File: config.mk
export PLATFORM = sky130hd
export DESIGN_NAME = dssa_display
export DESIGN_NICKNAME = d
export VERILOG_FILES = /design/src/dssa_pkg.sv /design/src/dssa_display.sv
export VERILOG_INCLUDE_DIRS = /design/src
export SDC_FILE = /design/constraint.sdc
export NUM_CORES = 1
export LEC_CHECK = 0
export ABC_AREA = 1
export BUFFER_PORTS_ARGS = -buffer_cell sky130_fd_sc_hd__buf_2
export CORE_ASPECT_RATIO = 0.7
export CORE_UTILIZATION = 60
export CTS_CLUSTER_SIZE = 10
export DETAILED_ROUTE_END_ITERATION = 12
export HOLD_SLACK_MARGIN = 0.15
export PLACE_DENSITY = 0.77
export SLEW_MARGIN = 20
export SYNTH_ARGS = -nofsm -noshare
export SYNTH_HDL_FRONTEND = slang
export SYNTH_SLANG_ARGS = --single-unit
File: constraint.sdc
create_clock -name clk -period 4.3 [get_ports clk]
set_clock_uncertainty 0.1 [all_clocks]
set_input_delay 0.645 -clock clk [delete_from_list [all_inputs] [get_ports clk]]
set_output_delay 0.645 -clock clk [all_outputs]
set_load 0.05 [all_outputs]
File: src/dssa_map.svh
// register indices, field positions and reset values of the display block
`ifndef DSSA_MAP_SVH
`define DSSA_MAP_SVH

// =====================================================================
// register indices (byte address is four times the index)
`define DSSA_IDX_VSIZE_LO 16'hFFE5
`define DSSA_IDX_VSIZE_HI 16'hFFE6
`define DSSA_IDX_ALT_RATE 16'hFFEB
`define DSSA_IDX_S1_LO 16'hFFEC
`define DSSA_IDX_S1_HI 16'hFFED
`define DSSA_IDX_S2_LO 16'hFFEF
`define DSSA_IDX_S2_HI 16'hFFF0
`define DSSA_IDX_OFFSET 16'hFFF2
`define DSSA_IDX_H1_LO 16'hFFF3
`define DSSA_IDX_H1_HI 16'hFFF4
`define DSSA_IDX_LUT_PTR 16'hFFF5
`define DSSA_IDX_LUT_DATA 16'hFFF7
`define DSSA_IDX_CTRL 16'hFFFC
`define DSSA_IDX_STATUS 16'hFFFD
`define DSSA_ADDR_W 18

// =====================================================================
// field positions
`define DSSA_CTRL_TFT 0
`define DSSA_CTRL_ROT 1
`define DSSA_STAT_ALT 0
`define DSSA_STAT_BLANK 1
`define DSSA_STAT_LINE_LSB 2
`define DSSA_PTR_SEL_LSB 4
`define DSSA_ADDR_MSB 15

// =====================================================================
// reset values and responses
`define DSSA_RST_H1 10'h000
`define DSSA_RST_VSIZE 10'h000
`define DSSA_RST_RATE 6'h00
`define DSSA_RST_ADDR 16'h0000
`define DSSA_RST_OFFSET 8'h00
`define DSSA_RESP_OKAY 2'h0
`define DSSA_RESP_SLVERR 2'h2
`define DSSA_SEL_AUTO 2'h0
`define DSSA_SEL_RED 2'h1
`define DSSA_SEL_GREEN 2'h2

`endif

File: src/dssa_pkg.sv
// types shared by the display addressing block
package dssa_pkg;
   typedef enum {LUT_RED, LUT_GREEN, LUT_BLUE} dssa_phase_t;

   typedef struct packed {
      logic framePulse;
      logic linePulse;
      logic altDrive;
      logic [11:0] pixel;
   } dssa_panel_t;

   typedef struct packed {
      logic fetchValid;
      logic [15:0] fetchAddr;
   } dssa_fetch_t;
endpackage

File: src/dssa_display.sv
// refresh addressing, split screen, alternating drive and colour tables
//
// The implementer's own choice: the AXI4-Lite interface to the registers.
`timescale 1ns/1ps
`include "dssa_map.svh"

module dssa_display #(
   parameter int LINE_CYCLES = 64,
   parameter int ACTIVE_WORDS = 40,
   parameter int LINE_BYTES = 80,
   parameter int VBLANK_LINES = 4
) (
   input wire logic clk,
   input wire logic rst_n,
   input wire logic [`DSSA_ADDR_W-1:0] s_axi_awaddr,
   input wire logic s_axi_awvalid,
   output logic s_axi_awready,
   input wire logic [31:0] s_axi_wdata,
   input wire logic [3:0] s_axi_wstrb,
   input wire logic s_axi_wvalid,
   output logic s_axi_wready,
   output logic [1:0] s_axi_bresp,
   output logic s_axi_bvalid,
   input wire logic s_axi_bready,
   input wire logic [`DSSA_ADDR_W-1:0] s_axi_araddr,
   input wire logic s_axi_arvalid,
   output logic s_axi_arready,
   output logic [31:0] s_axi_rdata,
   output logic [1:0] s_axi_rresp,
   output logic s_axi_rvalid,
   input wire logic s_axi_rready,
   input wire logic [3:0] pixelIndex,
   output dssa_pkg::dssa_panel_t panel,
   output dssa_pkg::dssa_fetch_t fetch
);

   // =================================================================
   // register state
   logic [5:0] altRate_q;
   logic [15:0] s1Start_q;
   logic [15:0] s2Start_q;
   logic [7:0] lineOffset_q;
   logic [9:0] s1Height_q;
   logic [9:0] vSize_q;
   logic [1:0] lutSel_q;
   logic [3:0] lutIdx_q;
   logic tftMode_q;
   logic rotated_q;
   dssa_pkg::dssa_phase_t phase_q;
   logic [3:0] lutRed [16];
   logic [3:0] lutGreen [16];
   logic [3:0] lutBlue [16];

   // =================================================================
   // bus slave: address and data latched independently
   logic awHave_q;
   logic wHave_q;
   logic [15:0] wIdx_q;
   logic [7:0] wByte_q;
   logic wLane_q;
   logic bvalid_q;
   logic [1:0] bresp_q;
   logic rvalid_q;
   logic [31:0] rdata_q;
   logic [1:0] rresp_q;
   logic wrEn;
   logic rdEn;
   logic [15:0] rIdx;
   logic [31:0] rdMux;
   logic rdHit;
   logic wrHit;
   logic lutTouch;

   assign s_axi_awready = !awHave_q;
   assign s_axi_wready = !wHave_q;
   assign s_axi_bvalid = bvalid_q;
   assign s_axi_bresp = bresp_q;
   assign s_axi_arready = !rvalid_q;
   assign s_axi_rvalid = rvalid_q;
   assign s_axi_rdata = rdata_q;
   assign s_axi_rresp = rresp_q;
   assign wrEn = awHave_q && wHave_q && !bvalid_q;
   assign rdEn = s_axi_arvalid && !rvalid_q;
   assign rIdx = s_axi_araddr[`DSSA_ADDR_W-1:2];

   always_ff @(posedge clk) begin
      if (!rst_n) begin
         awHave_q <= 1'b0;
         wIdx_q <= 16'h0000;
      end else if (s_axi_awvalid && !awHave_q) begin
         awHave_q <= 1'b1;
         wIdx_q <= s_axi_awaddr[`DSSA_ADDR_W-1:2];
      end else if (wrEn) begin
         awHave_q <= 1'b0;
      end
   end

   always_ff @(posedge clk) begin
      if (!rst_n) begin
         wHave_q <= 1'b0;
         wByte_q <= 8'h00;
         wLane_q <= 1'b0;
      end else if (s_axi_wvalid && !wHave_q) begin
         wHave_q <= 1'b1;
         wByte_q <= s_axi_wdata[7:0];
         wLane_q <= s_axi_wstrb[0];
      end else if (wrEn) begin
         wHave_q <= 1'b0;
      end
   end

   always_comb begin
      wrHit = 1'b1;
      unique case (wIdx_q)
         `DSSA_IDX_VSIZE_LO, `DSSA_IDX_VSIZE_HI, `DSSA_IDX_ALT_RATE,
         `DSSA_IDX_S1_LO, `DSSA_IDX_S1_HI, `DSSA_IDX_S2_LO,
         `DSSA_IDX_S2_HI, `DSSA_IDX_OFFSET, `DSSA_IDX_H1_LO,
         `DSSA_IDX_H1_HI, `DSSA_IDX_LUT_PTR, `DSSA_IDX_LUT_DATA,
         `DSSA_IDX_CTRL, `DSSA_IDX_STATUS: wrHit = 1'b1;
         default: wrHit = 1'b0;
      endcase
   end

   always_ff @(posedge clk) begin
      if (!rst_n) begin
         bvalid_q <= 1'b0;
         bresp_q <= `DSSA_RESP_OKAY;
      end else if (wrEn) begin
         bvalid_q <= 1'b1;
         bresp_q <= wrHit ? `DSSA_RESP_OKAY : `DSSA_RESP_SLVERR;
      end else if (s_axi_bready) begin
         bvalid_q <= 1'b0;
      end
   end

   // the byte that software writes; lane 0 gates every register
   logic wrGo;
   assign wrGo = wrEn && wLane_q;

   always_ff @(posedge clk) begin
      if (!rst_n) begin
         altRate_q <= `DSSA_RST_RATE;
         s1Start_q <= `DSSA_RST_ADDR;
         s2Start_q <= `DSSA_RST_ADDR;
         lineOffset_q <= `DSSA_RST_OFFSET;
         s1Height_q <= `DSSA_RST_H1;
         vSize_q <= `DSSA_RST_VSIZE;
         tftMode_q <= 1'b0;
         rotated_q <= 1'b0;
      end else if (wrGo) begin
         unique case (wIdx_q)
            `DSSA_IDX_VSIZE_LO: vSize_q[7:0] <= wByte_q;
            `DSSA_IDX_VSIZE_HI: vSize_q[9:8] <= wByte_q[1:0];
            `DSSA_IDX_ALT_RATE: altRate_q <= wByte_q[5:0];
            `DSSA_IDX_S1_LO: s1Start_q[7:0] <= wByte_q;
            `DSSA_IDX_S1_HI: s1Start_q[15:8] <= wByte_q;
            `DSSA_IDX_S2_LO: s2Start_q[7:0] <= wByte_q;
            `DSSA_IDX_S2_HI: s2Start_q[15:8] <= wByte_q;
            `DSSA_IDX_OFFSET: lineOffset_q <= wByte_q;
            `DSSA_IDX_H1_LO: s1Height_q[7:0] <= wByte_q;
            `DSSA_IDX_H1_HI: s1Height_q[9:8] <= wByte_q[1:0];
            `DSSA_IDX_CTRL: begin
               tftMode_q <= wByte_q[`DSSA_CTRL_TFT];
               rotated_q <= wByte_q[`DSSA_CTRL_ROT];
            end
            default: ;
         endcase
      end
   end

   // =================================================================
   // colour tables and the aperture pointer
   logic [1:0] lutTable;
   logic [3:0] lutRdData;

   always_comb begin
      lutTable = lutSel_q;
      if (lutSel_q == `DSSA_SEL_AUTO) begin
         unique case (phase_q)
            dssa_pkg::LUT_RED: lutTable = `DSSA_SEL_RED;
            dssa_pkg::LUT_GREEN: lutTable = `DSSA_SEL_GREEN;
            dssa_pkg::LUT_BLUE: lutTable = 2'h3;
         endcase
      end
      unique case (lutTable)
         `DSSA_SEL_RED: lutRdData = lutRed[lutIdx_q];
         `DSSA_SEL_GREEN: lutRdData = lutGreen[lutIdx_q];
         default: lutRdData = lutBlue[lutIdx_q];
      endcase
   end

   // tables carry no reset; contents are undefined until loaded
   always_ff @(posedge clk) begin
      if (wrGo && wIdx_q == `DSSA_IDX_LUT_DATA) begin
         unique case (lutTable)
            `DSSA_SEL_RED: lutRed[lutIdx_q] <= wByte_q[3:0];
            `DSSA_SEL_GREEN: lutGreen[lutIdx_q] <= wByte_q[3:0];
            default: lutBlue[lutIdx_q] <= wByte_q[3:0];
         endcase
      end
   end

   // a write and a read of the aperture in one cycle advance it once
   assign lutTouch = (wrGo && wIdx_q == `DSSA_IDX_LUT_DATA) ||
      (rdEn && rIdx == `DSSA_IDX_LUT_DATA);

   always_ff @(posedge clk) begin
      if (!rst_n) begin
         lutSel_q <= `DSSA_SEL_AUTO;
         lutIdx_q <= 4'h0;
         phase_q <= dssa_pkg::LUT_RED;
      end else if (wrGo && wIdx_q == `DSSA_IDX_LUT_PTR) begin
         lutSel_q <= wByte_q[`DSSA_PTR_SEL_LSB+1:`DSSA_PTR_SEL_LSB];
         lutIdx_q <= wByte_q[3:0];
         phase_q <= dssa_pkg::LUT_RED;
      end else if (lutTouch) begin
         if (lutSel_q == `DSSA_SEL_AUTO) begin
            unique case (phase_q)
               dssa_pkg::LUT_RED: phase_q <= dssa_pkg::LUT_GREEN;
               dssa_pkg::LUT_GREEN: phase_q <= dssa_pkg::LUT_BLUE;
               dssa_pkg::LUT_BLUE: begin
                  phase_q <= dssa_pkg::LUT_RED;
                  lutIdx_q <= lutIdx_q + 4'h1;
               end
            endcase
         end else begin
            lutIdx_q <= lutIdx_q + 4'h1;
         end
      end
   end

   // =================================================================
   // panel timing
   logic [15:0] hCnt_q;
   logic [10:0] vCnt_q;
   logic [10:0] vLast;
   logic [10:0] vNext;
   logic lineEnd;
   logic frameEnd;
   logic inBlank;
   logic altOut_q;

   assign vLast = {1'b0, vSize_q} + 11'(VBLANK_LINES);
   assign lineEnd = hCnt_q == 16'(LINE_CYCLES - 1);
   assign frameEnd = lineEnd && vCnt_q == vLast;
   assign vNext = (vCnt_q == vLast) ? 11'h000 : vCnt_q + 11'h001;
   assign inBlank = vCnt_q > {1'b0, vSize_q};

   always_ff @(posedge clk) begin
      if (!rst_n) begin
         hCnt_q <= 16'h0000;
         vCnt_q <= 11'h000;
      end else if (lineEnd) begin
         hCnt_q <= 16'h0000;
         vCnt_q <= vNext;
      end else begin
         hCnt_q <= hCnt_q + 16'h0001;
      end
   end

   // =================================================================
   // refresh addressing with split screen
   logic [15:0] s1Eff;
   logic [15:0] s2Eff;
   logic [15:0] lineStep;
   logic splitHere;
   logic [15:0] lineStart_q;
   logic [15:0] fetchAddr_q;
   logic fetchValid_q;

   // bit 15 only counts when rotated
   assign s1Eff = rotated_q ? s1Start_q :
      {1'b0, s1Start_q[`DSSA_ADDR_MSB-1:0]};
   assign s2Eff = rotated_q ? s2Start_q :
      {1'b0, s2Start_q[`DSSA_ADDR_MSB-1:0]};
   assign lineStep = rotated_q ? 16'(LINE_BYTES) :
      16'(ACTIVE_WORDS) + {8'h00, lineOffset_q};
   assign splitHere = !rotated_q && s1Height_q < vSize_q &&
      vNext == {1'b0, s1Height_q} + 11'h001;

   always_ff @(posedge clk) begin
      if (!rst_n) begin
         lineStart_q <= `DSSA_RST_ADDR;
      end else if (lineEnd) begin
         if (vNext == 11'h000) begin
            lineStart_q <= s1Eff;
         end else if (splitHere) begin
            lineStart_q <= s2Eff;
         end else begin
            lineStart_q <= lineStart_q + lineStep;
         end
      end
   end

   always_ff @(posedge clk) begin
      if (!rst_n) begin
         fetchAddr_q <= `DSSA_RST_ADDR;
         fetchValid_q <= 1'b0;
      end else begin
         fetchValid_q <= !inBlank && hCnt_q < 16'(ACTIVE_WORDS);
         fetchAddr_q <= (hCnt_q == 16'h0000) ? lineStart_q :
            fetchAddr_q + 16'h0001;
      end
   end

   // =================================================================
   // alternating drive
   logic [5:0] altCnt_q;

   always_ff @(posedge clk) begin
      if (!rst_n) begin
         altOut_q <= 1'b0;
         altCnt_q <= 6'h00;
      end else if (tftMode_q) begin
         // cleared at a line edge so the pin never moves off a pulse
         altCnt_q <= 6'h00;
         if (lineEnd) begin
            altOut_q <= 1'b0;
         end
      end else if (altRate_q == 6'h00) begin
         altCnt_q <= 6'h00;
         if (frameEnd) begin
            altOut_q <= !altOut_q;
         end
      end else if (lineEnd) begin
         if (altCnt_q >= altRate_q) begin
            altCnt_q <= 6'h00;
            altOut_q <= !altOut_q;
         end else begin
            altCnt_q <= altCnt_q + 6'h01;
         end
      end
   end

   // =================================================================
   // panel outputs, all registered
   logic framePulse_q;
   logic linePulse_q;
   logic [11:0] pixel_q;

   always_ff @(posedge clk) begin
      if (!rst_n) begin
         framePulse_q <= 1'b0;
         linePulse_q <= 1'b0;
         pixel_q <= 12'h000;
      end else begin
         framePulse_q <= frameEnd;
         linePulse_q <= lineEnd;
         pixel_q <= {lutRed[pixelIndex], lutGreen[pixelIndex],
            lutBlue[pixelIndex]};
      end
   end

   assign panel = '{framePulse: framePulse_q, linePulse: linePulse_q,
      altDrive: altOut_q, pixel: pixel_q};
   assign fetch = '{fetchValid: fetchValid_q, fetchAddr: fetchAddr_q};

   // =================================================================
   // read path
   always_comb begin
      rdMux = 32'h0000_0000;
      rdHit = 1'b1;
      unique case (rIdx)
         `DSSA_IDX_VSIZE_LO: rdMux[7:0] = vSize_q[7:0];
         `DSSA_IDX_VSIZE_HI: rdMux[1:0] = vSize_q[9:8];
         `DSSA_IDX_ALT_RATE: rdMux[5:0] = altRate_q;
         `DSSA_IDX_S1_LO: rdMux[7:0] = s1Start_q[7:0];
         `DSSA_IDX_S1_HI: rdMux[7:0] = s1Start_q[15:8];
         `DSSA_IDX_S2_LO: rdMux[7:0] = s2Start_q[7:0];
         `DSSA_IDX_S2_HI: rdMux[7:0] = s2Start_q[15:8];
         `DSSA_IDX_OFFSET: rdMux[7:0] = lineOffset_q;
         `DSSA_IDX_H1_LO: rdMux[7:0] = s1Height_q[7:0];
         `DSSA_IDX_H1_HI: rdMux[1:0] = s1Height_q[9:8];
         `DSSA_IDX_LUT_PTR: rdMux[5:0] = {lutSel_q, lutIdx_q};
         `DSSA_IDX_LUT_DATA: rdMux[3:0] = lutRdData;
         `DSSA_IDX_CTRL: rdMux[1:0] = {rotated_q, tftMode_q};
         `DSSA_IDX_STATUS: rdMux[12:0] = {vCnt_q, inBlank, altOut_q};
         default: rdHit = 1'b0;
      endcase
   end

   always_ff @(posedge clk) begin
      if (!rst_n) begin
         rvalid_q <= 1'b0;
         rdata_q <= 32'h0000_0000;
         rresp_q <= `DSSA_RESP_OKAY;
      end else if (rdEn) begin
         rvalid_q <= 1'b1;
         rdata_q <= rdMux;
         rresp_q <= rdHit ? `DSSA_RESP_OKAY : `DSSA_RESP_SLVERR;
      end else if (s_axi_rready) begin
         rvalid_q <= 1'b0;
      end
   end

endmodule // dssa_display

==> metrics.md <==
| Metric | Value |
|---|---|
| Status | `finished clean` |
| Root buffer cell | `clkbuf_16` |
| Sequential cell area | `between 9000 and 10,000 sq um` |
| # hold bufs at CTS | `0` |
| Regs by FF count | `lutBlue x64, lutGreen x64, lutRed x64` |
| Synth async-reset ratio | `0%` |
| Resize count post-CTS | `0` |
| Starting Density | `about three fifths` |
| Post-Syn Instances | `~2,600` |
| Crit-path max FO | `21` |
| WS Path Type | `reg2reg` |
| Detailed Place HPWL | `45.0 mm` |
| Area of the die | `approximately 36,000 sq um` |
| Netlist cell types | `slightly below 60` |
| FF-to-FF Start | `vCnt_q[0]` |
| Max Cap Viol | `0` |
| Io pins | `between 150 and 200` |
| Total global-route track usage | `36.3%` |
| Vias in the first global route | `17,876` |
| Yosys top cell area share | `between 20% and 30%` |
| Crit path from | `vCnt_q[0]` |
| Peak VDD IR | `~0.36 mV` |
| M1 wire length | `about 28 mm` |
| Reg-to-reg endpoint | `lineStart_q[9]` |
| Setup WS pre-CTS | `between 0.6 and 0.7 ns` |
| Crit path DAT | `4.13 ns` |
| Setup bufs post-CTS | `0` |
| Worst slew margin | `approximately 26%` |
| Post-synth EDFFs | `192` |
| Post-synth top area cell | `edfxtp_1` |
| DR vias/cell | `6.20` |
| Hold Path Class | `in2reg` |
| Clk Latency, worst-skew pair | `0.56 ns` |
| H-tree Lvls | `2` |
| Hold violation count in the final report | `0` |
| TritonCTS clock tree | `built` |
| Worst Slack Setup Final | `~0.52 ns` |
| Filler Cells Inserted | `2,795` |
| PortBufs | `103` |
| Layout cells sized above 1 | `just over 8%` |
| Largest net degree at the start of global routing | `~150` |
| #FFs+latches synth | `397` |
| Critical Path Sink Type | `flip-flop` |
| Metal3 WL | `8.97 mm` |
| Leading cell types in the layout, fill and taps excluded | `360 x nand2_1, 322 x o21ai_0, 302 x inv_1, 277 x a21oi_1, 249 x nor2_1` |
| Grt ovf | `0` |
| Most common cell after layout, fill and taps aside | `nand2_1` |
| Final core utilization | `around two thirds` |
| Syn Area/Cell | `7.96 sq um` |
| Clock slew at reported path FFs | `around 0.060 ns` |
| Synth Flop Type | `dfxtp_1` |
| PD cells | `364 nW/um^2` |
| Row cnt | `56` |
| Tcrit/Tclk final | `around 90%` |
| Global-route wire length before repair | `just under 100 mm` |
| Final nets | `roughly 2,800` |
| ANT nets after route | `0` |
| Top post-synthesis cells by area | `edfxtp_1 28%, dfxtp_1 20%, o21ai_0 7.7%, a21oi_1 6.6%, nand2_1 6.5%` |
| Ant. Diodes | `0` |
| Vias post-DR | `slightly below 20,000` |
| Worst slew pin tran | `1.11 ns` |
| Drt wl/cell | `approximately 21 um` |
| Core box area | `33,800 sq um` |
| Setup crit start kind | `flip-flop` |
| P_leak | `around 0.0090 uW` |
| P&R area growth vs syn | `9.62%` |
| Seq/Total Area, Yosys | `approximately 47%` |
| Met2 wire length | `between 20 and 30 mm` |
| Finished Cell Area | `22,900 sq um` |
| Pins Over Slew Limit | `0` |
| GPL Wtd Cong | `approximately 1.0` |
| Synth Cell Area | `between 20,000 and 25,000 sq um` |
| Height of the chip | `158 um` |
| Post-route DRC violation count | `0` |
| Placed inst area | `around 22,000 sq um` |
| Multi-input combinational cell area | `just over 9000 sq um` |
| DR iter-0 viols | `~2,900` |
| R2R depth | `19` |
| Wirelength, routed | `64.8 mm` |
| RSZ-0062 raised after global routing | `false` |
| Total number of yosys warnings | `0` |
| Clk buf depth | `3` |
| CTS Buf Count | `46` |
| Die X | `roughly 220 um` |
| # setup viols final | `0` |
| Initial antenna violation count | `1` |
| Highest metal used | `met4` |
| Drt pass-1 iters | `10` |
| Worst EP required | `roughly 4.7 ns` |
| Fin crit period | `between 3 and 4 ns` |
| R2R Setup Slk | `between 0.5 and 0.6 ns` |
| Worst setup path endpoint | `lineStart_q[9]` |
| CTS Sinks | `between 300 and 400` |
| Highest Clock Rate | `~260 MHz` |
| TNS Setup | `0 ns` |
## how the worst min path moves through the flow
| stage | startpoint | cells after the start | to | slack (ns) |
|---|---|---|---|---|
| 2_1_floorplan | hCnt_q[0] | 1 | hCnt_q[0] | 0.32 |
| 3_3_place_gp | hCnt_q[0] | 1 | hCnt_q[0] | 0.33 |
| 3_5_place_dp | hCnt_q[0] | 1 | hCnt_q[0] | 0.34 |
| 4_1_cts | s_axi_bready | 2 | s_axi_bvalid | 0.18 |
| 5_1_grt | s_axi_bready | 2 | s_axi_bvalid | 0.19 |
| 6_report | s_axi_bready | 2 | s_axi_bvalid | 0.19 |
## cell usage after synthesis (all sizes together) (6+ instances only)
master and n:
nand2 366, o21ai 323, inv 318, a21oi 277
nor2 257, dfxtp 205, edfxtp 192, nand3 182
clkbuf 106, o211ai 60, ha 50, buf 48
nor3 37, o22ai 34, xor2 32, a211oi 20
nand4 19, nor4 13, o221ai 12, xnor2 11
clkinv 6, nand3b 6, or2 6
## where the power goes
part | total (uW) | switching, uW | leakage, uW | internal, uW
sequential | 4080 | 47.5 | 0.00343 | 4030
clock | 3650 | 1500 | 0.000650 | 2140
combinational | 614 | 482 | 0.00490 | 132
## cell type report
| class | count | share of cell area (%) |
|---|---|---|
| inverter | 324 | 5.31 |
| tap | 464 | 2.54 |
| clock inverter | 3 | 0.301 |
| clock buffer | 69 | 5.59 |
| timing repair buffer | 122 | 3.00 |
| multi-input combinational | 1767 | 40.1 |
| sequential | 397 | 43.1 |
## per-stage QoR
| stage | power, uW | instances | hold slack, ns |
|---|---|---|---|
| after floorplan | 4580 | 2642 | 0.317 |
| after global placement | 4740 | 3074 | 0.330 |
| after detailed placement | 4760 | 3074 | 0.344 |
| after CTS | 8320 | 3146 | 0.176 |
| after global routing | 8540 | 3146 | 0.187 |
| final | 8340 | 3146 | 0.187 |
## kinds of logic (layout without fill, tap and decap cells)
logic type	after synthesis	in the layout	synth area share (%)
XOR/XNOR	43	43	1.84
AND/OR/NAND/NOR	892	892	18.5
flip-flops	397	397	47.3
other	1	21	0.0180
buffers and inverters	478	518	9.17
adder cells (fa/ha/maj)	51	51	3.09
AO/OA/AOI/OAI	760	760	20.1
## layer usage
layer,vias up,track usage [%]
met4,0,11.1
met1,9112,52.7
met2,1235,51.9
met3,157,10.5
met5,-,0
li1,9012,-
## worst max-delay path, cell delays in order (launching register included)
cell and delay (ns):
dfxtp_1 0.42, inv_1 0.16, ha_1 0.31, nand2_1 0.08, inv_1 0.07, nand2_1 0.06
nor2_1 0.16, nand2_1 0.07, nor2_1 0.15, nand3_2 0.11, nor2_4 0.12, nand2_4 0.16
nand2_1 0.17, nand4_1 0.13, inv_1 0.09, nand3_1 0.62, o21ai_0 0.52, inv_2 0.05
nand2_1 0.08, nand2_1 0.04
No activity file was read; power rests on OpenSTA's default activity.
